===== src/pkg/led_i2c_pkg.sv =====
// constants, types and state encoding for the led driver serial port
package led_i2c_pkg;

   localparam int          NUM_REGS    = 23;
   localparam logic [6:0]  SLAVE_ADDR  = 7'h70;
   localparam logic [7:0]  REG_RST     = 8'h00;

   localparam logic [7:0]  REG_BL_EN   = 8'h00;
   localparam logic [7:0]  REG_BANK_EN = 8'h01;
   localparam logic [7:0]  REG_LDO_EN  = 8'h0f;
   localparam logic [7:0]  REG_ADC_VAL = 8'h13;
   localparam logic [7:0]  REG_ADC_HI  = 8'h14;
   localparam logic [7:0]  REG_ADC_LO  = 8'h15;

   localparam int          BL_LO_W     = 6;
   localparam int          BL_HI_W     = 2;
   localparam int          REF_EN_BIT  = 3;

   localparam int          CLK_PERIOD_NS = 5;
   localparam int          SHDN_TIME_NS  = 1000000;
   localparam int          SHDN_W        = 18;
   localparam logic [SHDN_W-1:0] SHDN_CYC_DEF =
      SHDN_W'((SHDN_TIME_NS + CLK_PERIOD_NS - 1) / CLK_PERIOD_NS);

   localparam int          NSYNC       = 4;
   // idle pin levels: bus lines and enable high, overheat low
   localparam logic [NSYNC-1:0] SYNC_RST = 4'h7;

   typedef struct packed {
      logic scl_rise;
      logic scl_fall;
      logic start;
      logic stop;
      logic sda;
      logic en;
      logic hot;
   } line_evt_s;

   typedef enum logic [3:0] {
      st_idle,
      st_addr,
      st_ack,
      st_reg,
      st_wdata,
      st_rdata,
      st_mack,
      st_rload,
      st_ignore
   } port_state_e;

endpackage


===== src/rtl/led_line_sync.sv =====
// pin synchronisers and bus condition detection
`timescale 1ns/100ps
`default_nettype none
module led_line_sync
   import led_i2c_pkg::*;
(
   input  wire logic  sys_clk_i, // system clock
   input  wire logic  srst_i,    // sync reset, active high
   input  wire logic  scl_i,     // bus clock pin
   input  wire logic  sda_i,     // bus data pin
   input  wire logic  en_i,      // enable pin
   input  wire logic  hot_i,     // overheat flag
   output line_evt_s  ev_o       // synced levels and events
);

   logic [NSYNC-1:0] pins;
   logic [NSYNC-1:0] meta;
   logic [NSYNC-1:0] sync;
   logic [NSYNC-1:0] next_meta;
   logic [NSYNC-1:0] next_sync;
   logic             prev_scl;
   logic             prev_sda;
   logic             next_prev_scl;
   logic             next_prev_sda;

   assign pins = {hot_i, en_i, sda_i, scl_i};

   // two stages on every pin; fast enough for both bus rates at 5 ns
   always_comb begin
      next_meta     = pins;
      next_sync     = meta;
      next_prev_scl = sync[0];
      next_prev_sda = sync[1];
   end

   genvar g;
   generate
      for (g = 0; g < NSYNC; g++) begin : g_sync
         always_ff @(posedge sys_clk_i) begin
            if (srst_i) begin
               // a high overheat stage here would flash outputs off after reset
               meta[g] <= SYNC_RST[g];
               sync[g] <= SYNC_RST[g];
            end else begin
               meta[g] <= next_meta[g];
               sync[g] <= next_sync[g];
            end
         end
      end
   endgenerate

   always_ff @(posedge sys_clk_i) begin
      if (srst_i) begin
         prev_scl <= 1'b1;
         prev_sda <= 1'b1;
      end else begin
         prev_scl <= next_prev_scl;
         prev_sda <= next_prev_sda;
      end
   end

   always_comb begin
      ev_o.scl_rise = sync[0] & ~prev_scl;
      ev_o.scl_fall = ~sync[0] & prev_scl;
      ev_o.start    = sync[0] & prev_scl & prev_sda & ~sync[1];
      ev_o.stop     = sync[0] & prev_scl & ~prev_sda & sync[1];
      ev_o.sda      = sync[1];
      ev_o.en       = sync[2];
      ev_o.hot      = sync[3];
   end

endmodule
`default_nettype wire


===== src/rtl/led_i2c_port.sv =====
// serial slave port with register file, shutdown, sleep and converter window
// Functional notes
// only seven-bit slave addresses are decoded
// answer write E0h and read E1h only
// work at 100 and 400 kbit/s
// write: address, register, data, all acknowledged
// combined read returns pointed byte, master NACKs
// pointer kept across stops and foreign traffic
// pointer never increments or decrements
// twenty-three eight-bit registers, read and write; register 13h ignores bus writes and takes only converter results
// start or repeated start begins a transaction
// enable low long enough resets all registers
// all backlights off means sleep, port alive
// sleep keeps register contents
// overheat disables outputs, registers kept
// interrupt when reading leaves threshold window
// converter runs only with reference regulator on
// foreign addresses ignored, pointer untouched
`timescale 1ns/100ps
`default_nettype none
module led_i2c_port
   import led_i2c_pkg::*;
#(
   parameter logic [SHDN_W-1:0] SHDN_CYCLES = SHDN_CYC_DEF
) (
   input  wire logic       sys_clk_i,             // system clock, 200 MHz
   input  wire logic       srst_i,                // sync reset, active high
   input  wire logic       scl_i,                 // bus clock pin
   input  wire logic       sda_i,                 // bus data pin level
   output logic            sda_o,                 // data pin drive level
   output logic            sda_oe_n_o,            // low while pulling data low
   input  wire logic       enable_i,              // enable pin
   input  wire logic       overheat_protection_i, // junction too hot
   input  wire logic [7:0] adc_data_i,            // converter result
   input  wire logic       adc_valid_i,           // result strobe
   output logic            adc_run_o,             // converter may run
   output logic            irq_n_o,               // window interrupt, low
   output logic            sleep_o,               // all backlights off
   output logic            outputs_off_o,         // outputs disabled
   output logic            shutdown_o             // device shut down
);

   line_evt_s           ev;
   port_state_e         state;
   port_state_e         next_state;
   port_state_e         after_ack;
   port_state_e         next_after;
   logic [2:0]          cnt;
   logic [2:0]          next_cnt;
   logic [7:0]          shreg;
   logic [7:0]          next_shreg;
   logic [7:0]          ptr;
   logic [7:0]          next_ptr;
   logic                ack_on;
   logic                next_ack_on;
   logic                next_oe_n;
   logic [7:0]          regs [NUM_REGS];
   logic [7:0]          next_regs [NUM_REGS];
   logic [SHDN_W-1:0]   shdn_cnt;
   logic [SHDN_W-1:0]   next_shdn_cnt;
   logic                shut;
   logic                next_shut;
   logic                next_irq_n;
   logic                next_sleep;
   logic                next_off;
   logic                next_run;
   logic [7:0]          rx_byte;
   logic [7:0]          rd_byte;
   logic                load_rd;
   logic                adc_en;
   logic                out_win;
   logic                all_off;

   function automatic logic reg_hit(input logic [7:0] a);
      reg_hit = (a < 8'(NUM_REGS));
   endfunction

   led_line_sync u_sync (
      .sys_clk_i (sys_clk_i),
      .srst_i    (srst_i),
      .scl_i     (scl_i),
      .sda_i     (sda_i),
      .en_i      (enable_i),
      .hot_i     (overheat_protection_i),
      .ev_o      (ev)
   );

   assign rx_byte = {shreg[6:0], ev.sda};
   // unmapped pointer reads as zero rather than aliasing
   assign rd_byte = reg_hit(ptr) ? regs[ptr[4:0]] : 8'h00;
   assign adc_en  = regs[REG_LDO_EN[4:0]][REF_EN_BIT];
   assign out_win = adc_en &&
                    ((regs[REG_ADC_VAL[4:0]] > regs[REG_ADC_HI[4:0]]) ||
                     (regs[REG_ADC_VAL[4:0]] < regs[REG_ADC_LO[4:0]]));
   assign all_off = (regs[REG_BL_EN[4:0]][BL_LO_W-1:0] == '0) &&
                    (regs[REG_BANK_EN[4:0]][BL_HI_W-1:0] == '0);

   // port sequencing and register file
   always_comb begin
      next_state  = state;
      next_after  = after_ack;
      next_cnt    = cnt;
      next_shreg  = shreg;
      next_ptr    = ptr;
      next_ack_on = ack_on;
      next_oe_n   = sda_oe_n_o;
      next_regs   = regs;
      load_rd     = 1'b0;
      if (ev.start) begin
         next_state  = st_addr;
         next_cnt    = 3'd0;
         next_ack_on = 1'b0;
         next_oe_n   = 1'b1;
      end else if (ev.stop) begin
         next_state = st_idle;
         next_oe_n  = 1'b1;
      end else begin
         unique case (state)
            st_idle, st_ignore: begin
            end
            st_addr, st_reg, st_wdata: begin
               if (ev.scl_rise) begin
                  next_shreg = rx_byte;
                  next_cnt   = 3'(cnt + 3'd1);
                  if (cnt == 3'd7) begin
                     next_state  = st_ack;
                     next_ack_on = 1'b0;
                     if (state == st_addr) begin
                        // only the seven-bit form is compared
                        if (rx_byte[7:1] != SLAVE_ADDR) begin
                           next_state = st_ignore;
                        end
                        next_after = rx_byte[0] ? st_rload : st_reg;
                     end else if (state == st_reg) begin
                        next_ptr   = rx_byte;
                        next_after = st_wdata;
                     end else begin
                        if (reg_hit(ptr) && ptr != REG_ADC_VAL) begin
                           next_regs[ptr[4:0]] = rx_byte;
                        end
                        // single byte per access, no pointer step
                        next_after = st_ignore;
                     end
                  end
               end
            end
            st_ack: begin
               if (ev.scl_fall) begin
                  if (!ack_on) begin
                     next_ack_on = 1'b1;
                     next_oe_n   = 1'b0;
                  end else begin
                     next_ack_on = 1'b0;
                     next_oe_n   = 1'b1;
                     next_cnt    = 3'd0;
                     next_state  = after_ack;
                     load_rd     = (after_ack == st_rload);
                  end
               end
            end
            st_rdata: begin
               if (ev.scl_fall) begin
                  if (cnt == 3'd7) begin
                     next_oe_n  = 1'b1;
                     next_state = st_mack;
                  end else begin
                     next_cnt   = 3'(cnt + 3'd1);
                     next_shreg = {shreg[6:0], 1'b0};
                     next_oe_n  = shreg[6];
                  end
               end
            end
            st_mack: begin
               if (ev.scl_rise) begin
                  // NACK ends the read; ACK repeats the same register
                  next_state = ev.sda ? st_ignore : st_rload;
               end
            end
            st_rload: begin
               load_rd = ev.scl_fall;
            end
         endcase
      end
      if (load_rd) begin
         next_shreg = rd_byte;
         next_oe_n  = rd_byte[7];
         next_cnt   = 3'd0;
         next_state = st_rdata;
      end
      // converter result lands only while its reference is up
      if (adc_valid_i && adc_en) begin
         next_regs[REG_ADC_VAL[4:0]] = adc_data_i;
      end
      if (shut) begin
         next_state = st_idle;
         next_ptr   = 8'h00;
         next_oe_n  = 1'b1;
         for (int i = 0; i < NUM_REGS; i++) begin
            next_regs[i] = REG_RST;
         end
      end
   end

   always_ff @(posedge sys_clk_i) begin
      if (srst_i) begin
         state      <= st_idle;
         after_ack  <= st_idle;
         cnt        <= 3'd0;
         shreg      <= 8'h00;
         ptr        <= 8'h00;
         ack_on     <= 1'b0;
         sda_oe_n_o <= 1'b1;
         for (int i = 0; i < NUM_REGS; i++) begin
            regs[i] <= REG_RST;
         end
      end else begin
         state      <= next_state;
         after_ack  <= next_after;
         cnt        <= next_cnt;
         shreg      <= next_shreg;
         ptr        <= next_ptr;
         ack_on     <= next_ack_on;
         sda_oe_n_o <= next_oe_n;
         regs       <= next_regs;
      end
   end

   // power state and status outputs
   always_comb begin
      next_shdn_cnt = shdn_cnt;
      next_shut     = shut;
      if (ev.en) begin
         next_shdn_cnt = '0;
         next_shut     = 1'b0;
      end else if (shdn_cnt >= SHDN_CYCLES) begin
         next_shut = 1'b1;
      end else begin
         next_shdn_cnt = SHDN_W'(shdn_cnt + 1'b1);
      end
      // sleep is only a status; the register file is untouched
      next_sleep = all_off && !shut;
      // overheat gates outputs alone, registers keep their values
      next_off   = shut || ev.hot;
      next_irq_n = !out_win;
      next_run   = adc_en && !shut;
   end

   always_ff @(posedge sys_clk_i) begin
      if (srst_i) begin
         shdn_cnt      <= '0;
         shut          <= 1'b0;
         shutdown_o    <= 1'b0;
         sleep_o       <= 1'b0;
         outputs_off_o <= 1'b0;
         irq_n_o       <= 1'b1;
         adc_run_o     <= 1'b0;
         sda_o         <= 1'b0;
      end else begin
         shdn_cnt      <= next_shdn_cnt;
         shut          <= next_shut;
         shutdown_o    <= next_shut;
         sleep_o       <= next_sleep;
         outputs_off_o <= next_off;
         irq_n_o       <= next_irq_n;
         adc_run_o     <= next_run;
         sda_o         <= 1'b0;
      end
   end
endmodule
`default_nettype wire


===== config.mk =====
export PLATFORM = sky130hd
export DESIGN_NAME = led_i2c_port
export DESIGN_NICKNAME = d
export VERILOG_FILES = /design/src/pkg/led_i2c_pkg.sv /design/src/rtl/led_line_sync.sv /design/src/rtl/led_i2c_port.sv
export SDC_FILE = /design/constraint.sdc
export NUM_CORES = 1
export LEC_CHECK = 0
export BUFFER_PORTS_ARGS = -buffer_cell sky130_fd_sc_hd__buf_4
export CORE_MARGIN = 1
export CORE_UTILIZATION = 60
export CTS_CLUSTER_DIAMETER = 40
export DETAILED_ROUTE_END_ITERATION = 8
export GPL_TIMING_DRIVEN = 0
export MAX_ROUTING_LAYER = met4
export PLACE_DENSITY = 0.77
export RECOVER_POWER = 25
export SLEW_MARGIN = 25
export SYNTH_ARGS = -nofsm -noshare
export SYNTH_HDL_FRONTEND = slang
export SYNTH_HIERARCHICAL = 1
export SYNTH_SLANG_ARGS = --single-unit

===== constraint.sdc =====
create_clock -name sys_clk_i -period 5.5 [get_ports sys_clk_i]
set_input_delay 1.1 -clock sys_clk_i [delete_from_list [all_inputs] [get_ports sys_clk_i]]
set_output_delay 1.1 -clock sys_clk_i [all_outputs]
set_load 0.1 [all_outputs]

# After elaboration in Yosys (flattened, before gate mapping)
# Cells that the tools add are included.
# word_totals
register_bits	245
in_bits	15
# classes
addsub	2
magnitude_cmp	6
n_eq_ne	35
muxes	64
n_bitwise	16
n_reduce_logical	39
# ops
operator	n
$mux W32	8
$bwmux W184	1
$mux W4	12
$mux W7	6
$bmux W8 S5	1
$demux W8 S5	1
$mux W8	5
$ne A5 B5 Y1 const B	7
$reduce_and A8 Y1	4
$mux W3	9
$eq A4 B3 Y1 const B	5
$add A18 B1 Y18 const B	1
$ge A18 B18 Y1 const B	1
$ne A2 B2 Y1 const B	8
$pmux W4 S4	1
$mux W1	15
$pmux W7 S2	1
$reduce_and A7 Y1	2
$ne A2 B1 Y1 const B	6
$reduce_and A5 Y1	2
$reduce_bool A2 Y1	5
$ne A3 B3 Y1 const B	3
$pmux W3 S3	1
$eq A4 B2 Y1 const B	2
28 further kinds	55

# Logic depth before layout (Yosys ltp)
# logic_depth
ltp_word	15
mapped_depth	10
ltp_nobuf	8

# Modules after synthesis
# Netlist, hierarchy kept.
# modules_own_cells
module	instances	cells_each	area_per_inst_um2	seq_area_each_um2
led_i2c_port	1	1423	11507.3	4684.5
led_line_sync	1	25	302.8	200.2

# Worst setup path after synthesis
# No wires, ideal clock.
# synth_timing
path_kind	reg2reg
from	register u_sync.sync[0] (netlist: u_sync/next_prev_scl)
to	register regs[119] in the netlist's numbering
setup_ns	0.132
arrival_ns	2.339
setup_slack_ns	3.029
stages_incl_launch_ff	10
path_buffers	3
period_less_slack_ns	2.471
cell_sequence	dfxtp_1 nor2b_1 nand3_2 or4_4 buf_6 clkbuf_1 or4_1 clkbuf_1 nand2_1 a21oi_1
# synth_lines
item	line	rtl
start: declaration	led_line_sync.sv:18	logic [NSYNC-1:0] sync;
start signal: indexed assignment	led_line_sync.sv:43	sync[g] <= SYNC_RST[g];
start signal: indexed assignment	led_line_sync.sv:46	sync[g] <= next_sync[g];
end signal: assignment	led_i2c_port.sv:224	regs <= next_regs;
end: declaration	led_i2c_port.sv:57	logic [7:0] regs [NUM_REGS];

# Worst setup path in the final report
# layout_timing
from	register ptr[1]
to	register shreg[5]
# layout_via
elab_chain_len	6
elab_cells_between_ends	7
classes_between	1 x order compare; 5 x mux; 1 x bitwise
# layout_lines
item	line	rtl
start: declaration	led_i2c_port.sv:52	logic [7:0] ptr;
start signal: assignment	led_i2c_port.sv:221	ptr <= next_ptr;
$not A5 Y6 (not written as such)	led_i2c_port.sv:90	assign rd_byte = reg_hit(ptr) ? regs[ptr[4:0]] : 8'h00;
$bmux W8 S5	led_i2c_port.sv:90	
$mux W8 (not written as such) (2 in series)	led_i2c_port.sv:90	
$mux W8 (*)	led_i2c_port.sv:90	
$mux W7 (*)	led_i2c_port.sv:184	if (load_rd) begin
end signal: assignment	led_i2c_port.sv:220	shreg <= next_shreg;
end: declaration	led_i2c_port.sv:50	logic [7:0] shreg;
# Every way passes the cells marked *; elsewhere a longest branch is shown, timed or not. The select of a mux whose other input is x is not followed.
# A chain may end at the register's enable or synchronous reset.

==> impl_metrics.env <==
export IMPL_status="finished clean"
export IMPL_area_growth_pct=14.4
export IMPL_synth_top_flop_cell="dfxtp_1"
export IMPL_hold_violations=0
export IMPL_synth_compound_area_share_pct=14.5
export IMPL_swShare_pct=23.6
export IMPL_cp_end_kind="flip-flop"
export IMPL_start_util_pct=62.1
export IMPL_dpl_cell_area_sq_mm=0.0123
export IMPL_fillers=1572
export IMPL_power_density_mw_per_mm2=311
export IMPL_cts_sinks=244
export IMPL_drc_errors=0
export IMPL_finalSetupViolCount=0
export IMPL_portBuffers=19
export IMPL_fmax_ghz=0.246
export IMPL_grt_ovfl_total=0
export IMPL_synth_area_sq_mm=0.0118
export IMPL_r2r_start="ptr[1]"
export IMPL_utilization_pct=71.0
export IMPL_synth_simple_area_share_pct=27.1
export IMPL_hold_start="u_sync/meta[0]"
export IMPL_setup_ws_ns=1.43
export IMPL_first_global_vias=10400
export IMPL_stdcell_area_sq_mm=0.0135
export IMPL_rows=50
export IMPL_cts_tree="built"
export IMPL_synth_yosys_warnings=6
export IMPL_wire_per_inst_microns=20.6
export IMPL_dp_cells=1727
export IMPL_rsz0062_at_grt="no"
export IMPL_critPathMaxFanout=10
export IMPL_required_ns=5.89
export IMPL_worstSetupStartpointType="flip-flop"
export IMPL_io_pins=22
export IMPL_synthAdderAreaFrac_pct=2.01
export IMPL_die_width_microns=142
export IMPL_dieArea_sq_mm=0.0202
export IMPL_synth_seq_cells=244
export IMPL_cts_buffers=37
export IMPL_switching_power_uw=993
export IMPL_avgSynthCellArea_sq_um=8.16
export IMPL_vias_per_cell=6.17
export IMPL_dpl_worst_slack_ns=2.03
export IMPL_drt_total_wl_mm=37.1
export IMPL_drt_first_pass_iters=5
export IMPL_synth_edff_count=0
export IMPL_fin_skew_ns=0.0202
export IMPL_yosys_area_share_xor_xnor_pct=1.04
export IMPL_yosysMostFrequentCell="nand2_1"
export IMPL_stdcell_count=1796
export IMPL_grt_usage_pct=38.3
export IMPL_initialDrtViolationCount=1117
export IMPL_cts_buffer_depth=3
export IMPL_slew_viol_final=0
export IMPL_yosys_top_cells_area="dfxtp_1 41%, nand2_1 12%, a21oi_1 8.8%"
export IMPL_path_class="reg2reg"
export IMPL_finalCritPeriodShare_pct=74.0
export IMPL_cp_startpoint="ptr[1]"
export IMPL_finalSetupTns_ns=0
export IMPL_htree_levels=2
export IMPL_seqPwrFrac_pct=42.2
export IMPL_muxShareOfSynthArea_pct=8.84
export IMPL_ys_types=63
export IMPL_antenna_found_initial=1
export IMPL_synth_top_family_by_area="simple AND/OR/NAND/NOR gates"
export IMPL_via_count=11100
export IMPL_yosysSeqAreaShare_pct=41.4
export IMPL_ctsHoldBuffers=0
export IMPL_die_h_microns=142
export IMPL_fin_hold_ws_ns=0.404
export IMPL_cts_setup_buffers=0
export IMPL_worst_pin_slew_ns=1.17
export IMPL_ir_drop_mv=0.242
export IMPL_slew_headroom_pct=22.2
export IMPL_synth_top_area_cell="dfxtp_1"
export IMPL_p_clk_share_pct=55.8
export IMPL_cts_resized=0
export IMPL_p_comb_share_pct=1.9
export IMPL_grt_pass1_wl_mm=57.2
export IMPL_synth_top_cell_area_share_pct=41.4
export IMPL_nets=1540
export IMPL_grt_max_degree=14
export IMPL_syn_nets=1482
export IMPL_crit_arrival_ns=4.46
export IMPL_maxCapViolCount=0
export IMPL_synth_common_cells="391 x nand2_1, 244 x dfxtp_1, 208 x a21oi_1"
export IMPL_clk_pin_slew_worst_paths_ns=0.06
export IMPL_post_route_min_period_ns=4.07
export IMPL_power_mw=4.20
export IMPL_ant_nets=0
export IMPL_p_int_mw=3.21
export IMPL_p_leak_nw=4.09
export IMPL_place_congestion=1.06
export IMPL_hold_path_class="reg2reg"
export IMPL_root_buffer="clkbuf_16"
export IMPL_ys_async_sr_fraction_pct=0
export IMPL_drive_gt1_share_pct=8.79
export IMPL_detailed_place_hpwl_mm=25.7
export IMPL_clk_latency_ns=0.52
export IMPL_syn_instance_count=1448
export IMPL_core_sq_mm=0.0190
cell families after synthesis:
group,after synthesis
adder cells (fa/ha/maj),19
flip-flops,244
AND/OR/NAND/NOR,619
multiplexers,103
XOR/XNOR,14
AO/OA/AOI/OAI,308
other,1
buffers and inverters,140
layer usage:
metal  global-route usage (%)  wire length, microns  part of all wire, %  vias up
li1                         -                     -                    -     5137
met1                     49.9                 15300                   41     5257
met2                     58.7                 16700                   45      570
met3                     5.42                  3340                  9.0      122
met4                     17.7                  1700                  4.6        0
met5                        -                     0                    0        -
worst paths after layout:
| kind | end | slack, ns | cells past startpoint |
|---|---|---|---|
| hold / removal | u_sync/next_prev_scl | 0.40 | 1 |
| hold reg to reg | u_sync/next_prev_scl | 0.40 | 1 |
| setup reg to reg | shreg[5] | 1.43 | 8 |
| setup / recovery | shreg[5] | 1.43 | 8 |
area by class of cell:
type / count / area (sq um) / share of cell area, %
diodes: 1 / 2.50 / 0.0185
plain buffers: 116 / 513 / 3.80
clock buffers: 43 / 1020 / 7.56
clock inverters: 25 / 244 / 1.81
inverters: 24 / 90.1 / 0.667
multi-input cells: 1064 / 6310 / 46.7
flip-flops and latches: 244 / 4880 / 36.2
well taps: 260 / 325 / 2.41
repair buffers: 19 / 116 / 0.861
power groups by stage:
stage / clock network [mW] / registers [mW] / logic [mW]
after floorplan: 0 / 1.82 / 0.0440
after global placement: 0 / 1.81 / 0.0806
after detailed placement: 0 / 1.81 / 0.0812
after CTS: 2.36 / 1.78 / 0.0818
after global routing: 2.44 / 1.78 / 0.0874
final: 2.35 / 1.78 / 0.0817
worst max-delay path, stage by stage, from the launching register on:
cell and delay [ns]:
dfxtp_1 0.31, clkbuf_1 0.43, clkbuf_1 0.90, clkbuf_1 0.92, mux2i_1 0.41, nor2_1 0.10
nor4_1 0.54, nand2_1 0.16, o2bb2ai_1 0.16
cell usage in the layout, fill, tap and decap left out, types with 6 or more instances in the layout:
cell | netlist | routed
nand2b_1 | 14 | 14
ha_1 | 19 | 19
buf_4 | 4 | 16
xnor2_1 | 6 | 6
inv_6 | 0 | 6
dfxtp_1 | 244 | 244
a211oi_1 | 10 | 10
nor2_1 | 49 | 49
clkbuf_16 | 0 | 39
nor3_1 | 14 | 14
clkbuf_1 | 75 | 85
nor4_4 | 22 | 22
o2bb2ai_1 | 6 | 6
a21oi_1 | 208 | 208
inv_1 | 24 | 24
nor4_1 | 13 | 13
nand3_1 | 17 | 18
o22ai_1 | 39 | 39
xor2_1 | 8 | 8
nor2b_1 | 14 | 14
buf_2 | 20 | 19
mux2i_1 | 102 | 102
nand2_1 | 391 | 391
or4_1 | 22 | 22
or2_1 | 9 | 8
a21o_1 | 8 | 8
nand4_1 | 11 | 11
buf_1 | 13 | 12
o21ai_0 | 11 | 13
flip-flops by register name, indices dropped and copies added (netlist names), 2 cells and up:
signal       flops
regs           183
shdn_cnt        18
ptr              8
shreg            7
state            4
u_sync/meta      4
after_ack        3
cnt              3
u_sync/ev_o      2
Power figures use the tool's default switching activity.
